File: src/common/mcs_pkg.sv
// Functional notes
// - Two-port partial: parity match sets gap timer
// - Gap hold keeps restore inhibit two cycles
// - Single-port: finish word before next request
// - Single-port: gap timer at every next strobe
// - Pass upper address, load counter from low
// - Word 0 start loads counter with 00
// - Counter holds until delayed read-restore, or write pulse on writes
// - Word flops cleared at acknowledge delay
// - Single-port: all four port selects held
// - Unblocked cycle start requests all four buses
// - Selected address acknowledge starts host acknowledge
// - Acknowledge sets mixer then request blocks
// - Read word buffered, valid on restore
// - Delayed load resets blocks, clears buffer
// - Last word cleared plus complete ends cycling
// - Writes: buffer loaded before any request
// - Write pulse gates data, sends restart
// - Immediate load fills buffer on writes
// - Write ends: no pending words, none occupied
// - Idle holds buffers and synchroniser cleared
package mcs_pkg;
	// Data and address widths
	localparam int DATA_W = 36;
	localparam int HADDR_W = 22;
	localparam int SADDR_W = 20;
	localparam int PORTS = 4;
	// Gap hold length in clock periods
	localparam logic [1:0] GAP_HOLD_CYCLES = 2'h2;
	// Register byte offsets
	localparam logic [7:0] CTRL_OFS = 8'h00;
	localparam logic [7:0] STAT_OFS = 8'h04;
	// Control fields and reset value
	localparam int CTRL_EN_BIT = 0;
	localparam int CTRL_TWO_BIT = 1;
	localparam logic [1:0] CTRL_RST = 2'h0;
	// Status fields
	localparam int STAT_ACT_BIT = 0;
	localparam int STAT_GAP_BIT = 1;
	localparam int STAT_CNT_LSB = 2;
	localparam int STAT_WRQ_LSB = 4;
	// Sequencer states
	typedef enum logic [3:0] {
		S_IDLE, S_SETUP, S_LOAD, S_REQ, S_ACKD, S_WPULSE,
		S_RDWAIT, S_NEXT, S_GAP, S_CLR, S_END
	} mcs_state_t;
endpackage

File: src/verilog/mcs_seq.sv
`timescale 1ns/1ps
module mcs_seq (
	input wire logic i_clk_sys,
	input wire logic i_arst_n,
	input wire logic i_clk_en,
	input wire logic i_sync_rst,
	// APB slave
	input wire logic i_psel,
	input wire logic i_penable,
	input wire logic i_pwrite,
	input wire logic [7:0] i_paddr,
	input wire logic [31:0] i_pwdata,
	output logic [31:0] o_prdata,
	output logic o_pready,
	output logic o_pslverr,
	// Processor side
	input wire logic i_host_start,
	input wire logic i_host_cycle_type,
	input wire logic [3:0] i_host_word_requests,
	input wire logic [mcs_pkg::HADDR_W-1:0] i_host_addr,
	input wire logic [mcs_pkg::DATA_W-1:0] i_host_wdata,
	output logic o_host_acknowledge,
	output logic o_host_data_valid,
	output logic [mcs_pkg::DATA_W-1:0] o_host_rdata,
	// Storage side
	output logic [3:0] o_storage_cycle_request,
	output logic [mcs_pkg::SADDR_W-1:0] o_storage_addr,
	output logic [1:0] o_word_addr,
	output logic [3:0] o_port_data_gate,
	output logic [3:0] o_write_restart,
	output logic [mcs_pkg::DATA_W-1:0] o_storage_wdata,
	input wire logic [3:0] i_addr_ack,
	input wire logic [3:0] i_read_restore_done,
	input wire logic [mcs_pkg::DATA_W-1:0] i_storage_rdata,
	input wire logic [3:0] i_port_occupied
);
	import mcs_pkg::*;

	mcs_state_t state_q; // Sequencer state
	logic [1:0] ctrl_q; // Enable and two-port mode
	logic [1:0] cnt_q; // Word address counter
	logic [3:0] wreq_q; // Per-word request flops
	logic write_q; // Latched cycle type, high for write
	logic cycle_start_flag_q;
	logic cycle_active_q;
	logic even_request_block_q;
	logic odd_request_block_q;
	logic even_mixer_block_q;
	logic odd_mixer_block_q;
	logic buf_loaded_q; // Write buffer holds a word
	logic restore_inhibit_q;
	logic gap_hold_q;
	logic [1:0] gap_cnt_q; // Remaining gap hold periods
	logic [3:0] ack_port_q; // Port that acknowledged
	logic [DATA_W-1:0] buf_q; // Port data buffer
	logic [3:0] port_select; // All ports in single-port mode
	logic words_pending;
	logic ack_hit;
	logic rrs_hit;
	logic req_ok;
	logic [1:0] nxt_word;
	logic [1:0] inc_val;
	logic gap_set;
	logic apb_acc;

	// Address counter has no say in port choice here
	assign port_select = 4'hF;
	assign words_pending = |wreq_q;
	assign ack_hit = |(i_addr_ack & port_select);
	assign rrs_hit = |(i_read_restore_done & port_select);

	// Request and mixer blocks all clear, words pending plus data ready lets a request out
	assign req_ok = cycle_start_flag_q && !even_request_block_q &&
		!odd_request_block_q && !even_mixer_block_q &&
		!odd_mixer_block_q && words_pending &&
		(!write_q || buf_loaded_q);

	// Next requested word after the current one, circular scan
	always_comb begin
		logic [1:0] k;
		k = 2'h0;
		nxt_word = cnt_q;
		for (int i = 3; i >= 1; i--) begin
			k = cnt_q + 2'(i);
			if (wreq_q[k]) begin
				nxt_word = k;
			end
		end
	end
	assign inc_val = nxt_word - cnt_q;

	// Gap needed on parity match in two-port mode, always in single
	assign gap_set = ctrl_q[CTRL_TWO_BIT] ?
		(cnt_q[0] == inc_val[0]) : 1'b1;

	assign apb_acc = i_psel && i_penable;

	// APB slave: one wait state, answer from flops
	always_ff @(posedge i_clk_sys or negedge i_arst_n) begin
		if (!i_arst_n) begin
			o_pready <= 1'b0;
			o_pslverr <= 1'b0;
			o_prdata <= 32'h0000_0000;
			ctrl_q <= CTRL_RST;
		end else if (i_clk_en) begin
			o_pready <= apb_acc && !o_pready;
			o_pslverr <= 1'b0;
			o_prdata <= 32'h0000_0000;
			if (apb_acc && !o_pready) begin
				// Decode on first access cycle
				if (i_paddr == CTRL_OFS) begin
					o_prdata <= {30'h0, ctrl_q};
				end else if (i_paddr == STAT_OFS) begin
					o_prdata <= {24'h0, wreq_q, cnt_q,
						gap_hold_q, cycle_active_q};
				end else begin
					o_pslverr <= 1'b1;
				end
			end
			// Writes take effect on the completing edge
			if (apb_acc && o_pready && i_pwrite &&
				i_paddr == CTRL_OFS) begin
				ctrl_q <= i_pwdata[1:0];
			end
		end
	end

	// Main sequencer
	always_ff @(posedge i_clk_sys or negedge i_arst_n) begin
		if (!i_arst_n) begin
			state_q <= S_IDLE;
		end else if (i_clk_en) begin
			if (i_sync_rst) begin
				state_q <= S_IDLE;
			end else begin
				case (state_q)
				S_IDLE: begin
					if (i_host_start && ctrl_q[CTRL_EN_BIT]) begin
						state_q <= S_SETUP;
					end
				end
				S_SETUP: begin
					state_q <= write_q ? S_LOAD : S_REQ;
				end
				S_LOAD: begin
					state_q <= S_REQ;
				end
				S_REQ: begin
					if (ack_hit && o_storage_cycle_request != 4'h0) begin
						state_q <= S_ACKD;
					end
				end
				S_ACKD: begin
					state_q <= write_q ? S_WPULSE : S_RDWAIT;
				end
				S_WPULSE: begin
					state_q <= S_NEXT;
				end
				S_RDWAIT: begin
					// Word cycle finishes before the next one
					if (rrs_hit) begin
						state_q <= S_NEXT;
					end
				end
				S_NEXT: begin
					state_q <= gap_set ? S_GAP : S_CLR;
				end
				S_GAP: begin
					if (gap_cnt_q == 2'h1) begin
						state_q <= S_CLR;
					end
				end
				S_CLR: begin
					// Next word waits for acknowledge to drop
					if (!words_pending) begin
						state_q <= S_END;
					end else if (!(|i_addr_ack)) begin
						state_q <= write_q ? S_LOAD : S_REQ;
					end
				end
				S_END: begin
					// Writes also wait for every port to go free
					if (!(write_q && |i_port_occupied)) begin
						state_q <= S_IDLE;
					end
				end
				default: begin
					state_q <= S_IDLE;
				end
				endcase
			end
		end
	end

	// Request latches: address, type, word flops, counter
	always_ff @(posedge i_clk_sys or negedge i_arst_n) begin
		if (!i_arst_n) begin
			cnt_q <= 2'h0;
			wreq_q <= 4'h0;
			write_q <= 1'b0;
			o_storage_addr <= '0;
		end else if (i_clk_en) begin
			if (i_sync_rst) begin
				wreq_q <= 4'h0;
			end else if (state_q == S_IDLE && i_host_start &&
				ctrl_q[CTRL_EN_BIT]) begin
				o_storage_addr <= i_host_addr[HADDR_W-1:2];
				cnt_q <= i_host_addr[1:0];
				wreq_q <= i_host_word_requests;
				write_q <= i_host_cycle_type;
			end else if (state_q == S_ACKD) begin
				wreq_q[cnt_q] <= 1'b0;
			end else if (state_q == S_NEXT) begin
				// Counter moves after restore on reads, after the write pulse on writes
				cnt_q <= nxt_word;
			end
		end
	end

	// Cycling flags
	always_ff @(posedge i_clk_sys or negedge i_arst_n) begin
		if (!i_arst_n) begin
			cycle_start_flag_q <= 1'b0;
			cycle_active_q <= 1'b0;
		end else if (i_clk_en) begin
			if (i_sync_rst || state_q == S_IDLE) begin
				cycle_start_flag_q <= 1'b0;
				cycle_active_q <= 1'b0;
			end else if (state_q == S_SETUP) begin
				cycle_start_flag_q <= 1'b1;
				cycle_active_q <= 1'b1;
			end else if (state_q == S_END &&
				!(write_q && |i_port_occupied)) begin
				cycle_active_q <= 1'b0;
				cycle_start_flag_q <= 1'b0;
			end
		end
	end

	// Mixer and request blocks
	always_ff @(posedge i_clk_sys or negedge i_arst_n) begin
		if (!i_arst_n) begin
			even_mixer_block_q <= 1'b0;
			odd_mixer_block_q <= 1'b0;
			even_request_block_q <= 1'b0;
			odd_request_block_q <= 1'b0;
		end else if (i_clk_en) begin
			if (i_sync_rst) begin
				even_mixer_block_q <= 1'b0;
				odd_mixer_block_q <= 1'b0;
				even_request_block_q <= 1'b0;
				odd_request_block_q <= 1'b0;
			end else begin
				// Mixer blocks follow the selected acknowledge
				even_mixer_block_q <= ack_hit;
				odd_mixer_block_q <= ack_hit;
				if (state_q == S_ACKD) begin
					even_request_block_q <= 1'b1;
					odd_request_block_q <= 1'b1;
				end else if (state_q == S_CLR) begin
					even_request_block_q <= 1'b0;
					odd_request_block_q <= 1'b0;
				end
			end
		end
	end

	// Gap timer and hold, restore inhibit
	always_ff @(posedge i_clk_sys or negedge i_arst_n) begin
		if (!i_arst_n) begin
			gap_hold_q <= 1'b0;
			gap_cnt_q <= 2'h0;
			restore_inhibit_q <= 1'b0;
		end else if (i_clk_en) begin
			if (i_sync_rst) begin
				gap_hold_q <= 1'b0;
				gap_cnt_q <= 2'h0;
				restore_inhibit_q <= 1'b0;
			end else if (state_q == S_NEXT && gap_set) begin
				gap_hold_q <= 1'b1;
				gap_cnt_q <= GAP_HOLD_CYCLES;
				restore_inhibit_q <= 1'b1;
			end else if (state_q == S_GAP && gap_cnt_q > 2'h1) begin
				gap_cnt_q <= gap_cnt_q - 2'h1;
			end else begin
				// Hold lets address lines settle before release
				gap_hold_q <= 1'b0;
				gap_cnt_q <= 2'h0;
				restore_inhibit_q <= (state_q == S_ACKD) ||
					(state_q == S_RDWAIT);
			end
		end
	end

	// Data buffer: write load, read capture, clears
	always_ff @(posedge i_clk_sys or negedge i_arst_n) begin
		if (!i_arst_n) begin
			buf_q <= '0;
			buf_loaded_q <= 1'b0;
		end else if (i_clk_en) begin
			if (i_sync_rst || state_q == S_IDLE) begin
				buf_q <= '0;
				buf_loaded_q <= 1'b0;
			end else if (state_q == S_LOAD) begin
				buf_q <= i_host_wdata;
				buf_loaded_q <= 1'b1;
			end else if (state_q == S_RDWAIT && rrs_hit) begin
				buf_q <= i_storage_rdata;
			end else if (state_q == S_CLR) begin
				buf_q <= '0;
				buf_loaded_q <= 1'b0;
			end
		end
	end

	// Storage side outputs
	always_ff @(posedge i_clk_sys or negedge i_arst_n) begin
		if (!i_arst_n) begin
			o_storage_cycle_request <= 4'h0;
			o_write_restart <= 4'h0;
			o_port_data_gate <= 4'h0;
			o_storage_wdata <= '0;
			ack_port_q <= 4'h0;
			o_word_addr <= 2'h0;
		end else if (i_clk_en) begin
			o_word_addr <= cnt_q;
			o_write_restart <= 4'h0;
			o_port_data_gate <= 4'h0;
			o_storage_wdata <= '0;
			if (i_sync_rst) begin
				o_storage_cycle_request <= 4'h0;
			end else begin
				// Request dropped as soon as any port answers
				o_storage_cycle_request <= (state_q == S_REQ &&
					req_ok && !ack_hit) ? 4'hF : 4'h0;
			end
			if (state_q == S_REQ && ack_hit) begin
				ack_port_q <= i_addr_ack & port_select;
			end
			if (state_q == S_WPULSE) begin
				o_write_restart <= ack_port_q;
				o_port_data_gate <= ack_port_q;
				o_storage_wdata <= buf_q;
			end
		end
	end

	// Processor side outputs
	always_ff @(posedge i_clk_sys or negedge i_arst_n) begin
		if (!i_arst_n) begin
			o_host_acknowledge <= 1'b0;
			o_host_data_valid <= 1'b0;
			o_host_rdata <= '0;
		end else if (i_clk_en) begin
			o_host_acknowledge <= !i_sync_rst && state_q == S_REQ &&
				ack_hit && o_storage_cycle_request != 4'h0;
			o_host_data_valid <= !i_sync_rst &&
				state_q == S_RDWAIT && rrs_hit;
			if (state_q == S_RDWAIT && rrs_hit) begin
				o_host_rdata <= i_storage_rdata;
			end else if (state_q == S_IDLE) begin
				o_host_rdata <= '0;
			end
		end
	end
endmodule

File: config.mk
export PLATFORM = sky130hd
export DESIGN_NAME = mcs_seq
export DESIGN_NICKNAME = d
export VERILOG_FILES = /design/src/common/mcs_pkg.sv /design/src/verilog/mcs_seq.sv
export SDC_FILE = /design/constraint.sdc
export NUM_CORES = 1
export LEC_CHECK = 0
export BUFFER_PORTS_ARGS = -buffer_cell sky130_fd_sc_hd__clkbuf_2
export CAP_MARGIN = 20
export CORE_MARGIN = 2
export CORE_UTILIZATION = 47
export DETAILED_ROUTE_END_ITERATION = 10
export GPL_ROUTABILITY_DRIVEN = 0
export GPL_TIMING_DRIVEN = 0
export PLACE_DENSITY_LB_ADDON = 0.3
export SLEW_MARGIN = 20
export SYNTH_ARGS = -nofsm -noshare
export SYNTH_HDL_FRONTEND = slang
export SYNTH_SLANG_ARGS = --single-unit
File: constraint.sdc
create_clock -name i_clk_sys -period 3.2 [get_ports i_clk_sys]
set_input_delay 0.64 -clock i_clk_sys [delete_from_list [all_inputs] [get_ports i_clk_sys]]
set_output_delay 0.64 -clock i_clk_sys [all_outputs]
set_load 0.1 [all_outputs]
; Word-level counts from Yosys, hierarchy flattened
; Cells that the tools add are included.
[totals]
reg_bits = 198
wordCells = 186
out_inout_bits = 142
[classes]
n_addsub = 5
eq_ne = 22
bitwise = 3
n_reduce_logical = 64
n_lt_le_gt_ge = 6
muxes = 62
[ops]
columns = op, count
row1 = $mux 36, 7
row2 = $mux 4, 14
row3 = $pmux 4 s11, 1
row4 = $mux 32, 1
row5 = $logic_and 1x1->1, 29
row6 = $mux 1, 23
row7 = $ne 3x3->1 const B, 7
row8 = $mux 2, 10
row9 = $eq 4x3->1 const B, 4
row10 = $mux 8, 2
row11 = $reduce_and 2->1, 8
row12 = $reduce_or 4->1, 4
row13 = $eq 4x4->1 const B, 3
row14 = $lt 2x3->1 const B, 4
row15 = $reduce_bool 3->1, 4
row16 = $eq 4x2->1 const B, 2
row17 = $eq 8x3->1 const B, 1
row18 = $logic_not 8->1, 1
row19 = $reduce_bool 4->1, 2
row20 = $logic_not 1->1, 7
row21 = $reduce_and 7->1, 1
row22 = $bmux 1 s2, 3
row23 = $reduce_and 3->1, 2
row24 = $add 2x2->2 const B, 2
row25 = 18 further kinds, 20

; Logic depth before layout (Yosys ltp)
[depth]
depth_word = 12
depth_mapped = 8
mapped_depth_nobuf = 7

; Least setup slack after synthesis
; OpenSTA, ideal clock, no wires.
[synth_timing]
path_type = register to register
start = reg cnt_q[0]
end = reg gap_cnt_q[1]
t_required_ns = 3.072
stages_incl_launch_ff = 9
path_slack_ns = 1.005
period_less_slack_ns = 2.195
path_buffers = 1
arrival_ns = 2.067
path_cell_list = dfrtp_1 > clkbuf_1 > inv_1 > ha_1 > mux4_2 > nand2b_1 > and2_1 > mux2i_1 > o22ai_1
[synth_via]
elab_chain_len = 12
[synth_lines]
columns = item, line
row1 = "start, declared", mcs_seq.sv:41  ; logic [1:0] cnt_q;
row2 = "start signal, assigned", mcs_seq.sv:208  ; cnt_q <= i_host_addr[1:0];
row3 = "start signal, assigned", mcs_seq.sv:215  ; cnt_q <= nxt_word;
row4 = $add 2x2->2, mcs_seq.sv:84  ; k = cnt_q + 2'(i);
row5 = $bmux 1 s2, mcs_seq.sv:85  ; if (wreq_q[k]) begin
row6 = $mux 1 (implied by the code), mcs_seq.sv:85
row7 = $mux 2 (3 in a row), mcs_seq.sv:85
row8 = $sub 1x1->1, mcs_seq.sv:90  ; assign inc_val = nxt_word - cnt_q;
row9 = $eq 1x1->1 *, mcs_seq.sv:94  ; (cnt_q[0] == inc_val[0]) : 1'b1;
row10 = $mux 1 *, mcs_seq.sv:93  ; assign gap_set = ctrl_q[CTRL_TWO_BIT] ?
row11 = $logic_and 1x1->1 *, mcs_seq.sv:279  ; end else if (state_q == S_NEXT && gap_set) begin
row12 = $mux 2 *, mcs_seq.sv:279
row13 = $mux 2 *, mcs_seq.sv:275  ; if (i_sync_rst) begin
row14 = "end signal, assigned", mcs_seq.sv:284  ; gap_cnt_q <= gap_cnt_q - 2'h1;
row15 = "end, declared", mcs_seq.sv:53  ; logic [1:0] gap_cnt_q;
; Every way passes the cells marked *; elsewhere a longest branch is shown, timed or not. The select of a mux whose other input is x is not followed.
; A chain may end at the register's enable or synchronous reset.

; Final worst setup path
[layout_timing]
start = reg cnt_q[0]
end = reg state_q[0]
[layout_via]
elab_chain_len = 12
[layout_lines]
columns = item, line
row1 = $add 2x2->2, mcs_seq.sv:84
row2 = $bmux 1 s2, mcs_seq.sv:85
row3 = $mux 1 (implied by the code), mcs_seq.sv:85
row4 = $mux 2 (3 in a row), mcs_seq.sv:85
row5 = $sub 1x1->1, mcs_seq.sv:90
row6 = $eq 1x1->1 *, mcs_seq.sv:94
row7 = $mux 1 *, mcs_seq.sv:93
row8 = $mux 1 *, mcs_seq.sv:166  ; state_q <= gap_set ? S_GAP : S_CLR;
row9 = $pmux 4 s11 *, mcs_seq.sv:136  ; case (state_q)
row10 = $mux 4 *, mcs_seq.sv:133  ; if (i_sync_rst) begin
row11 = "end signal, assigned", mcs_seq.sv:143  ; state_q <= write_q ? S_LOAD : S_REQ;
row12 = "end signal, assigned", mcs_seq.sv:166
row13 = "end signal, assigned", mcs_seq.sv:178  ; state_q <= write_q ? S_LOAD : S_REQ;
row14 = "end, declared", mcs_seq.sv:39  ; mcs_state_t state_q;
; Marked as above.

==> impl_metrics.csv <==
group,metric,value,unit
outcome,status,"completed",
critical_path,path_max_fanout,10,
synth,netlist_instances,625,
finish,layout.cells.most_common,"clkbuf_2",
critical_path,critPathKind,"register to register",
synth,synth_xor_area_frac,0.00116,
finish,area_growth,29.2,%
hold_path,hp-class,"input port to asynchronous set/reset pin",
floorplanning,ioPinCount,301,
grt,grt_pass1_wl,29400,µm
synth,synth_flop_cell,"dfrtp_1",
finish,nFillCells,1329,
synth,synth_area,0.00754,mm²
grt,antenna_found_initial,0,
critical_path,crit_path_end_kind,"register",
synth,synth_mux_area_frac,0.0542,
floorplanning,die_y,131,µm
synth,synth_largest_area_cell,"dfrtp_1",
clock_tree,cts_hold_buf,0,
floorplanning,die_area,0.0171,mm²
timing,max_freq,0.384,GHz
timing,rsz0062_at_grt,"no",
power_and_ir_drop,power_density,471,mW/mm²
synth,avgSynthCellArea,12.1,µm²
timing,fin_tns_setup,0,ns
critical_path,worst_setup_path_start_kind,"register",
timing,fin_crit_sh,0.815,
critical_path,path_cells,"clkbuf_1, inv_1, ha_1, mux4_2, nand2b_1, and2_1, o211ai_1, a22o_1",
timing,setup_viol,0,
routing,wire_per_inst,16.9,µm
floorplanning,die_w,131,µm
clock_tree,cts_setup_buffers,0,
synth,yosysTopAreaCellShare,0.567,
timing,worstMarginPinSlew,0.729,ns
synth,yosysWarnings,0,
synth,synth_compound_area_frac,0.220,
critical_path,worstPathRequired,3.57,ns
placement,placed_cell_area,0.00916,mm²
finish,layout.area.seq,0.00428,mm²
grt,grt_pass1_vias,5608,
clock_tree,cts.htree.levels,4,
critical_path,cp_slowest_stage_delay,0.48,ns
synth,ys_ff_latch,171,
clock_tree,cts_sinks,171,
grt,grt_max_degree,94,
routing,drc,0,
floorplanning,coreArea,0.0158,mm²
synth,synthArstFlopShare,1.00,
critical_path,worstPathArrival,2.98,ns
routing,vias,6091,
critical_path,crit_path_top_delay_cell,"dfrtp_1",
grt,grt_overflow,0,
routing,drt_first_pass_iters,5,
clock_tree,cts_tree,"done",
clock_tree,root_buffer,"clkbuf_16",
routing,dr.first_iter.drc_count,579,
finish,final_cell_mix,"247 x clkbuf_2, 171 x dfrtp_1, 93 x a22o_1",
placement,hpwl,14300,µm
routing,antenna_left,0,
synth,synthAdderAreaFrac,0.00829,
timing,setup_ws,0.593,ns
synth,synth.area.top_cells,"dfrtp_1 57%, a22o_1 11%, mux2_2 4.0%, a22oi_1 3.9%, buf_4 3.2%",
floorplanning,floorplan.initialDensity,0.478,
clock_tree,path_clk_slew,0.07,ns
synth,synthSimpleGateAreaFrac,0.0844,
synth,yosysUniqueCellTypes,55,
floorplanning,row_count,46,
synth,synth_edf_count,0,
finish,layout-drive-gt1-share,0.409,
finish,layout.nets,1077,
clock_tree,clk_latency,0.43,ns
placement,dp_slack,0.606,ns
clock_tree,post_cts_resized,0,
timing,fin_skew,0.00876,ns
power_and_ir_drop,power_leakage,4.92,nW
power_and_ir_drop,peakVddDrop,0.365,mV
timing,drv_slew,0,
finish,finalInstanceArea,0.00975,mm²
finish,multi_input_area,0.00287,mm²
job,cap_viol_max_count,0,
placement,port_buffers,245,
clock_tree,clock_path_buffers,2,
synth,seq_area_frac_synth,0.567,
clock_tree,cts_inserted_buffers,17,
routing,routed_wirelength,19300,µm
routing,viasPerCell,5.33,
synth,synth_top_family_by_area,"compound AO/OA/AOI/OAI gates",
finish,antenna_cells,0,
grt,grtUsageTotal,0.224,
finish,fin_util,0.618,
timing,hold_viol,0,
timing,finalCriticalPeriod,2.61,ns
timing,slew_headroom,0.510,
==> where the power goes <==
group          switching (mW)  internal [mW]  total (mW)
clock network           0.900           1.13        2.03
logic                   0.286          0.104       0.390
registers             0.00549           2.17        2.17
total                    1.19           3.40        4.59
==> stage by stage <==
stage          cells  power (mW)  hold slack (ns)
2_1_floorplan    648        2.44            0.344
3_5_place_dp    1110        2.61            0.475
5_1_grt         1142        4.74            0.275
4_1_cts         1142        4.63            0.251
3_3_place_gp    1109        2.60            0.467
6_report        1142        4.59            0.220
==> final timing paths <==
| path | start | endpoint | slack (ns) | cells after the start |
|---|---|---|---|---|
| setup / recovery | cnt_q[0]$_DFFE_PN0P_ | state_q[0]$_DFFE_PN0P_ | 0.59 | 8 |
| hold / removal | i_arst_n | o_pslverr$_DFFE_PN0P_ | 0.22 | 1 |
| setup reg to reg | cnt_q[0]$_DFFE_PN0P_ | state_q[0]$_DFFE_PN0P_ | 0.59 | 8 |
| hold reg to reg | gap_cnt_q[0]$_DFFE_PN0P_ | gap_cnt_q[0]$_DFFE_PN0P_ | 0.48 | 1 |
| max in group asynchronous | i_arst_n | o_storage_wdata[29]$_DFFE_PN0P_ | 2.11 | 2 |
| min in group i_clk_sys | i_host_word_requests[1] | wreq_q[1]$_DFFE_PN0P_ | 0.44 | 2 |
==> cell usage after synthesis (all sizes together), types with 7 or more instances <==
library cell,count
mux2,27
buf,55
o21ai,53
nor3,9
o2bb2ai,7
a21oi,7
a22o,93
inv,9
nor2,13
nand2b,9
nand2,46
nand3,7
nor4,11
a22oi,39
clkbuf,20
dfrtp,171
==> metal layers <==
layer	wire length (µm)	global-route usage
met4	451	0.0851
met3	1090	0.0440
met5	0	0
met2	9310	0.362
met1	8480	0.303
==> worst max-delay path, delay by kind of cell (launching register included) <==
kind / cells / cell delay, ns
adders and majority gates: 1 / 0.38
buffers and inverters: 2 / 0.57
DFF: 1 / 0.48
AOI/OAI and AO/OA: 2 / 0.41
and+or+nand+nor: 2 / 0.40
muxes: 1 / 0.30
==> final cells by class <==
cell class / instances / area share
clock inverter: 13 / 0.0135
buffer: 75 / 0.0462
inverter: 9 / 0.00347
sequential: 171 / 0.439
timing repair buffer: 246 / 0.130
multi-input combinational: 393 / 0.294
clock buffer: 19 / 0.0465
tap: 216 / 0.0277
==> registers in the layout, summed over array words and instances (netlist names), 2 cells and up <==
name,cells
o_host_rdata,36
ack_port_q,4
o_storage_addr,20
o_prdata,8
gap_cnt_q,2
o_write_restart,4
cnt_q,2
o_word_addr,2
buf_q,36
wreq_q,4
ctrl_q,2
o_storage_wdata,36
state_q,4
==> logic make-up (layout without fill, tap and decap cells) <==
| group | Yosys count | after routing |
|---|---|---|
| compound gates | 220 | 220 |
| xor+xnor | 1 | 1 |
| fa+ha+maj | 5 | 5 |
| buf+inv | 84 | 362 |
| flops | 171 | 171 |
| mux | 35 | 35 |
| other cells | 1 | 24 |
| simple gates | 108 | 108 |
(Power assumes the default switching activity.)
